[config.mk]
export PLATFORM = sky130hd
export DESIGN_NAME = xcvr_ctrl
export DESIGN_NICKNAME = d
export VERILOG_FILES = /design/src/core/xcvr_pkg.sv /design/src/core/xcvr_ctrl.sv
export VERILOG_INCLUDE_DIRS = /design/src /design/src/core
export SDC_FILE = /design/constraint.sdc
export NUM_CORES = 1
export LEC_CHECK = 0
export BUFFER_PORTS_ARGS = -buffer_cell sky130_fd_sc_hd__buf_2
export CELL_PAD_IN_SITES_DETAIL_PLACEMENT = 2
export CELL_PAD_IN_SITES_GLOBAL_PLACEMENT = 2
export CORE_MARGIN = 3
export CORE_UTILIZATION = 39
export DETAILED_ROUTE_END_ITERATION = 8
export GPL_TIMING_DRIVEN = 1
export PLACE_DENSITY_LB_ADDON = 0.12
export SLEW_MARGIN = 20
export SYNTH_ARGS = -nofsm -noshare
export SYNTH_HDL_FRONTEND = slang
export SYNTH_SLANG_ARGS = --single-unit
[constraint.sdc]
create_clock -name sys_clk -period 2.7 [get_ports sys_clk]
set_clock_uncertainty 0.2 [all_clocks]
set_input_delay 0.405 -clock sys_clk [delete_from_list [all_inputs] [get_ports sys_clk]]
set_output_delay 0.405 -clock sys_clk [all_outputs]
set_load 0.01 [all_outputs]
[src/core/xcvr_consts.svh]
`ifndef XCVR_CONSTS_SVH
`define XCVR_CONSTS_SVH

`define OFS_DATA        3'h0
`define OFS_MODE_SELECT 3'h7
`define MODE_FIELD_W    2
`define MODE_FOUR_WIRE  2'h0
`define MODE_ECHO       2'h1
`define MODE_DTR_CTRL   2'h2
`define MODE_AUTO       2'h3
`define MODE_SEL_RESET  8'h00
`define READ_UNMAPPED   8'h00
`define FIFO_DEPTH_DEF  4

`endif

[src/core/xcvr_pkg.sv]
package xcvr_pkg;

    typedef enum logic [1:0] {
        PARITY_NONE,
        PARITY_EVEN,
        PARITY_ODD
    } parity_t;

    // Frame settings handed to the serializer
    typedef struct packed {
        parity_t     parity;
        logic [1:0]  data_bits_sel;
        logic        stop_two;
        logic [15:0] baud_div;
    } frame_cfg_t;

    // One host access on the port register window
    typedef struct packed {
        logic       wr;
        logic       rd;
        logic [2:0] addr;
        logic [7:0] wdata;
    } host_req_t;

endpackage

[src/core/xcvr_ctrl.sv]
`timescale 1ns/1ps
`include "xcvr_consts.svh"

module byte_fifo #(
    parameter int WIDTH = 8,
    parameter int DEPTH = `FIFO_DEPTH_DEF
) (
    input  wire logic                       sys_clk,
    input  wire logic                       nrst,
    input  wire logic                       in_valid,
    output logic                            in_ready,
    input  wire logic [WIDTH-1:0]           in_data,
    output logic                            out_valid,
    input  wire logic                       out_ready,
    output logic [WIDTH-1:0]                out_data,
    output logic [$clog2(DEPTH+1)-1:0]      count
);
    localparam int AW = (DEPTH > 1) ? $clog2(DEPTH) : 1;
    localparam int CW = $clog2(DEPTH + 1);

    if (DEPTH < 2 || WIDTH < 1) begin : g_size_check
        $error("byte_fifo: DEPTH must be at least 2 and WIDTH at least 1");
    end

    logic [WIDTH-1:0] mem_ff [DEPTH];
    logic [AW-1:0]    wr_ptr_ff;
    logic [AW-1:0]    rd_ptr_ff;
    logic [CW-1:0]    count_ff;
    logic             push;
    logic             pop;

    assign in_ready  = (count_ff != CW'(DEPTH));
    assign out_valid = (count_ff != '0);
    assign out_data  = mem_ff[rd_ptr_ff];
    assign count     = count_ff;
    assign push      = in_valid && in_ready;
    assign pop       = out_valid && out_ready;

    always_ff @(posedge sys_clk) begin
        if (push) begin
            mem_ff[wr_ptr_ff] <= in_data;
        end
    end

    always_ff @(posedge sys_clk or negedge nrst) begin
        if (!nrst) begin
            wr_ptr_ff <= '0;
        end else if (push) begin
            wr_ptr_ff <= (wr_ptr_ff == AW'(DEPTH - 1)) ? '0 : wr_ptr_ff + 1'b1;
        end
    end

    always_ff @(posedge sys_clk or negedge nrst) begin
        if (!nrst) begin
            rd_ptr_ff <= '0;
        end else if (pop) begin
            rd_ptr_ff <= (rd_ptr_ff == AW'(DEPTH - 1)) ? '0 : rd_ptr_ff + 1'b1;
        end
    end

    always_ff @(posedge sys_clk or negedge nrst) begin
        if (!nrst) begin
            count_ff <= '0;
        end else if (push && !pop) begin
            count_ff <= count_ff + 1'b1;
        end else if (pop && !push) begin
            count_ff <= count_ff - 1'b1;
        end
    end
endmodule

module xcvr_ctrl #(
    parameter int DEPTH = `FIFO_DEPTH_DEF
) (
    input  wire logic                       sys_clk,
    input  wire logic                       nrst,
    input  wire xcvr_pkg::host_req_t        host_req,
    output logic [7:0]                      rd_data_ff,
    output logic                            tx_fifo_ready,
    input  wire logic                       dtr_n,
    input  wire logic                       transmit_slot_ready,
    output logic                            line_tx_en_ff,
    output logic                            line_rx_en_ff,
    output logic                            tx_byte_valid,
    input  wire logic                       tx_byte_ready,
    output logic [7:0]                      tx_byte,
    input  wire logic                       rx_byte_valid,
    output logic                            rx_byte_ready,
    input  wire logic [7:0]                 rx_byte,
    input  wire logic [$clog2(DEPTH+1)-1:0] rx_trigger,
    output logic                            rx_irq_ff,
    output logic                            tx_irq_ff,
    input  wire xcvr_pkg::frame_cfg_t       frame_cfg,
    output xcvr_pkg::frame_cfg_t            frame_cfg_ff
);
    localparam int CW = $clog2(DEPTH + 1);

    if (DEPTH < 2) begin : g_depth_check
        $error("xcvr_ctrl: DEPTH must be at least 2");
    end

    logic [7:0]                    mode_sel_ff;
    logic [7:0]                    nxt_mode_sel;
    logic [`MODE_FIELD_W-1:0]      nxt_mode;
    logic                          mode_wr;
    logic                          data_wr;
    logic                          data_rd;
    logic                          rx_out_valid;
    logic [7:0]                    rx_head;
    logic [CW-1:0]                 rx_count;
    logic [CW-1:0]                 tx_count;
    logic                          nxt_tx_en;
    logic                          nxt_rx_en;
    logic                          wrote_ff;

    assign mode_wr = host_req.wr && (host_req.addr == `OFS_MODE_SELECT);
    assign data_wr = host_req.wr && (host_req.addr == `OFS_DATA);
    assign data_rd = host_req.rd && (host_req.addr == `OFS_DATA);

    assign nxt_mode_sel = mode_wr ? host_req.wdata : mode_sel_ff;
    assign nxt_mode     = nxt_mode_sel[`MODE_FIELD_W-1:0];

    always_ff @(posedge sys_clk or negedge nrst) begin
        if (!nrst) begin
            mode_sel_ff <= `MODE_SEL_RESET;
        end else begin
            mode_sel_ff <= nxt_mode_sel;
        end
    end

    // Gating is computed from the incoming mode so it acts on the write edge
    always_comb begin
        nxt_tx_en = 1'b1;
        nxt_rx_en = 1'b1;
        case (nxt_mode)
            `MODE_FOUR_WIRE: begin
                nxt_tx_en = 1'b1;
                nxt_rx_en = 1'b1;
            end
            `MODE_ECHO: begin
                nxt_tx_en = dtr_n;
                nxt_rx_en = 1'b1;
            end
            `MODE_DTR_CTRL: begin
                nxt_tx_en = dtr_n;
                nxt_rx_en = !dtr_n;
            end
            default: begin
                nxt_tx_en = transmit_slot_ready;
                nxt_rx_en = !transmit_slot_ready;
            end
        endcase
    end

    always_ff @(posedge sys_clk or negedge nrst) begin
        if (!nrst) begin
            line_tx_en_ff <= 1'b1;
            line_rx_en_ff <= 1'b1;
        end else begin
            line_tx_en_ff <= nxt_tx_en;
            line_rx_en_ff <= nxt_rx_en;
        end
    end

    // Transmit path: host writes, serializer drains
    byte_fifo #(.WIDTH(8), .DEPTH(DEPTH)) u_tx_fifo (
        .sys_clk   (sys_clk),
        .nrst      (nrst),
        .in_valid  (data_wr),
        .in_ready  (tx_fifo_ready),
        .in_data   (host_req.wdata),
        .out_valid (tx_byte_valid),
        .out_ready (tx_byte_ready),
        .out_data  (tx_byte),
        .count     (tx_count)
    );

    // Receive path: serializer fills, host reads at data offset
    byte_fifo #(.WIDTH(8), .DEPTH(DEPTH)) u_rx_fifo (
        .sys_clk   (sys_clk),
        .nrst      (nrst),
        .in_valid  (rx_byte_valid),
        .in_ready  (rx_byte_ready),
        .in_data   (rx_byte),
        .out_valid (rx_out_valid),
        .out_ready (data_rd),
        .out_data  (rx_head),
        .count     (rx_count)
    );

    always_ff @(posedge sys_clk or negedge nrst) begin
        if (!nrst) begin
            rd_data_ff <= `READ_UNMAPPED;
        end else if (host_req.rd) begin
            if (host_req.addr == `OFS_MODE_SELECT) begin
                rd_data_ff <= mode_sel_ff;
            end else if (host_req.addr == `OFS_DATA && rx_out_valid) begin
                rd_data_ff <= rx_head;
            end else begin
                rd_data_ff <= `READ_UNMAPPED;
            end
        end
    end

    always_ff @(posedge sys_clk or negedge nrst) begin
        if (!nrst) begin
            rx_irq_ff <= 1'b0;
        end else begin
            rx_irq_ff <= (rx_trigger != '0) && (rx_count >= rx_trigger);
        end
    end

    // Refill request while the transmit FIFO is empty
    always_ff @(posedge sys_clk or negedge nrst) begin
        if (!nrst) begin
            tx_irq_ff <= 1'b0;
        end else begin
            tx_irq_ff <= (tx_count == '0);
        end
    end

    always_ff @(posedge sys_clk or negedge nrst) begin
        if (!nrst) begin
            frame_cfg_ff <= '0;
        end else begin
            frame_cfg_ff <= frame_cfg;
        end
    end

    always_ff @(posedge sys_clk or negedge nrst) begin
        if (!nrst) begin
            wrote_ff <= 1'b0;
        end else if (mode_wr) begin
            wrote_ff <= 1'b1;
        end
    end
endmodule

==> results.cfg <==
[synthesis]
synth_area_per_cell_um2 = 17.3
netlist_top_cells_area = edfxtp_1, dfrtp_1, mux4_2
yosysWarnings = 0
synthTopCellsByCount = edfxtp_1, dfrtp_1, inv_1, ha_1, mux4_2
synth-seq-cells = 119
synthFlopType = edfxtp_1
synthDistinctLibCells = 33
syn_inst = 269
synth_area_um2 = 4660
synth-seq-area-share_pct = 70.8
netlist.top_cell.by_area = edfxtp_1
synthMostInstantiatedCell = edfxtp_1
ys_async_sr_fraction_pct = 46.2
synth_fp_nets = 340
synth_top_area_share_pct = 41.2
synth_edf_count = 64

[clocking]
clkLatencyLatePin_ns = 0.41
cts_hold_buf = 27
post_cts_buffers = 0
clockBufferDepth = 2
ctsRootBufferMaster = clkbuf_16
cts_resized = 0
tritoncts = yes
numCtsBuffers = 17
clkTransAtPathRegs_ns = 0.05
htreeDepth = 4
numClockSinks = 119

[sta]
fin_crit_sh_pct = 91.0
hold_slack_ns = 0.0258
setup_violations = 0
max_slew_margin_pct = 57.4
finalSetupTns_ns = 0
fin_ws_ns = 0.242
timing_hold_violations_final = 0
rsz0062_at_grt = no
fmax_mhz = 407
slew_violations = 0
period_minus_slack_ns = 2.46
worst_pin_slew_ns = 0.640

[die]
core-area_um2 = 11600
start_util_pct = 40.3
num_rows = 39
pin_count = 95
dieArea_um2 = 13300
die_w_um = 115
die_h_um = 115

[power_and_ir_drop]
leakage_nw = 2.67
p_switching_mw = 1.74
clock_power_share_pct = 38.7
combPwrFrac_pct = 20.5
p_sw_share_pct = 27.7
peakVddDrop_v = 0.000641
p_seq_share_pct = 40.8
power_density_nw_per_um2 = 1010
internal_power_mw = 4.55
finalPower_mw = 6.30

[final_layout]
finalNetCount = 477
stdcell_area_um2 = 6230
diodes = 0
post-route-util_pct = 53.9
instances_no_fill = 562
area_growth_pct = 33.5
drive_gt1_share_pct = 39.4

[routing]
route.detailed.drc = 0
wl_per_cell_um = 19.9
routed_wl_um = 11200
first_iter_violations = 110
drt_first_pass_iters = 4
vias_per_cell = 4.88
vias = 2741
final_antenna_net_count = 0

[flow_run]
drv_cap = 0

[global_route]
grtUsageTotal_pct = 18.9
grt_pass1_wl_um = 18200
antenna_found_initial = 1
gr-total-overflow = 0
first_global_vias = 3236
grt_max_degree = 37

[placement]
io_buffers = 94
postPlaceCellArea_um2 = 5320
dp_hpwl_um = 7300
post-place-ws_ns = 0.166
globalplace.congestion = 0.723
place_inst = 503

[worst_setup_path]
worstSetupEndpointType = output port
arrival_ns = 1.85
r2r-start = u_rx_fifo.count[1]
worstSetupPathType = reg2out
path_max_fanout = 9
worstPathRequired_ns = 2.10
critPathLaunchType = register
startpoint = u_tx_fifo.rd_ptr_ff[0]

[outcome]
outcome = complete, no violations

[min_path]
hp-class = in2reg
hp-start = rx_byte[5]
## routing by layer
layer,GRT usage (%),up-vias,share of wire [%]
met4,6.34,2,1.9
met5,0,-,0.18
met1,19.6,1417,37
met3,6.32,15,3.7
li1,-,1253,-
met2,35.4,54,57
## final cells by class
| cell class | instances | area, um2 |
|---|---|---|
| clock buffer | 18 | 429 |
| clock inverter | 14 | 206 |
| fill | 1036 | 5340 |
| inverter | 29 | 109 |
| multi-input combinational | 112 | 1210 |
| sequential | 119 | 3300 |
| tap | 143 | 179 |
| timing repair buffer | 127 | 798 |
## power by group through the flow
stage | Clock (mW) | Sequential, mW | Combinational, mW
after CTS | 2.48 | 2.58 | 1.32
after global placement | 0 | 2.57 | 1.17
after global routing | 2.58 | 2.63 | 1.47
final | 2.44 | 2.57 | 1.29
after floorplan | 0 | 2.45 | 0.911
after detailed placement | 0 | 2.61 | 1.25
## logic make-up (layout without fill, tap and decap cells)
kind of cell	count (synthesis)	in the layout	synth area share [%]
compound gates	16	16	2.84
mux	32	32	11.6
xor+xnor	6	6	1.13
buf+inv	38	188	3.38
flops	119	119	70.8
fa+ha+maj	20	20	5.69
simple gates	38	38	4.59
## cells in the final DEF, fill, tap and decap left out, types with 2 or more instances in the layout
cell and n:
a21oi_1 2, o221ai_1 8, edfxtp_1 64, a21o_1 3
clkbuf_16 17, dfrtp_1 53, mux4_2 16, fa_1 2
nand3_1 8, and3_1 6, dfstp_2 2, bufinv_16 5
inv_1 29, buf_2 94, dlygate4sd3_1 27, xor2_1 4
and2_1 5, ha_1 18, nand2_1 4, mux2_2 14
clkinv_2 2, xnor2_1 2, clkinv_1 2, clkinvlp_4 4
buf_4 5, nor3_1 4, nor2_1 7
## sequential cells by signal, indices dropped and copies added, names as in the netlist, 2 cells and up
signal / cells
u_tx_fifo.count: 3
u_tx_fifo.rd_ptr_ff: 2
mode_sel_ff: 8
u_rx_fifo.wr_ptr_ff: 2
frame_cfg_ff: 21
u_rx_fifo.rd_ptr_ff: 2
u_tx_fifo.wr_ptr_ff: 2
u_tx_fifo.mem_ff: 32
u_rx_fifo.count: 3
rd_data_ff: 8
u_rx_fifo.mem_ff: 32
## final timing paths
check                           slack [ns]  depth (start not counted)                endpoint
worst max-delay path                  0.24                          2              tx_byte[3]
worst min-delay path                  0.03                          1  u_rx_fifo.mem_ff[0][5]
worst max register to register        0.28                          9      u_rx_fifo.count[2]
worst min register to register        0.31                          1      u_tx_fifo.count[2]
max in group asynchronous             1.36                          3           line_rx_en_ff
min in group asynchronous             0.30                          2  u_rx_fifo.wr_ptr_ff[1]
## critical path, cell delays in order, from the launching register on
cell	delay (ns)
dfrtp_1	0.70
mux4_2	0.58
buf_2	0.16
(Power assumes the default switching activity.)
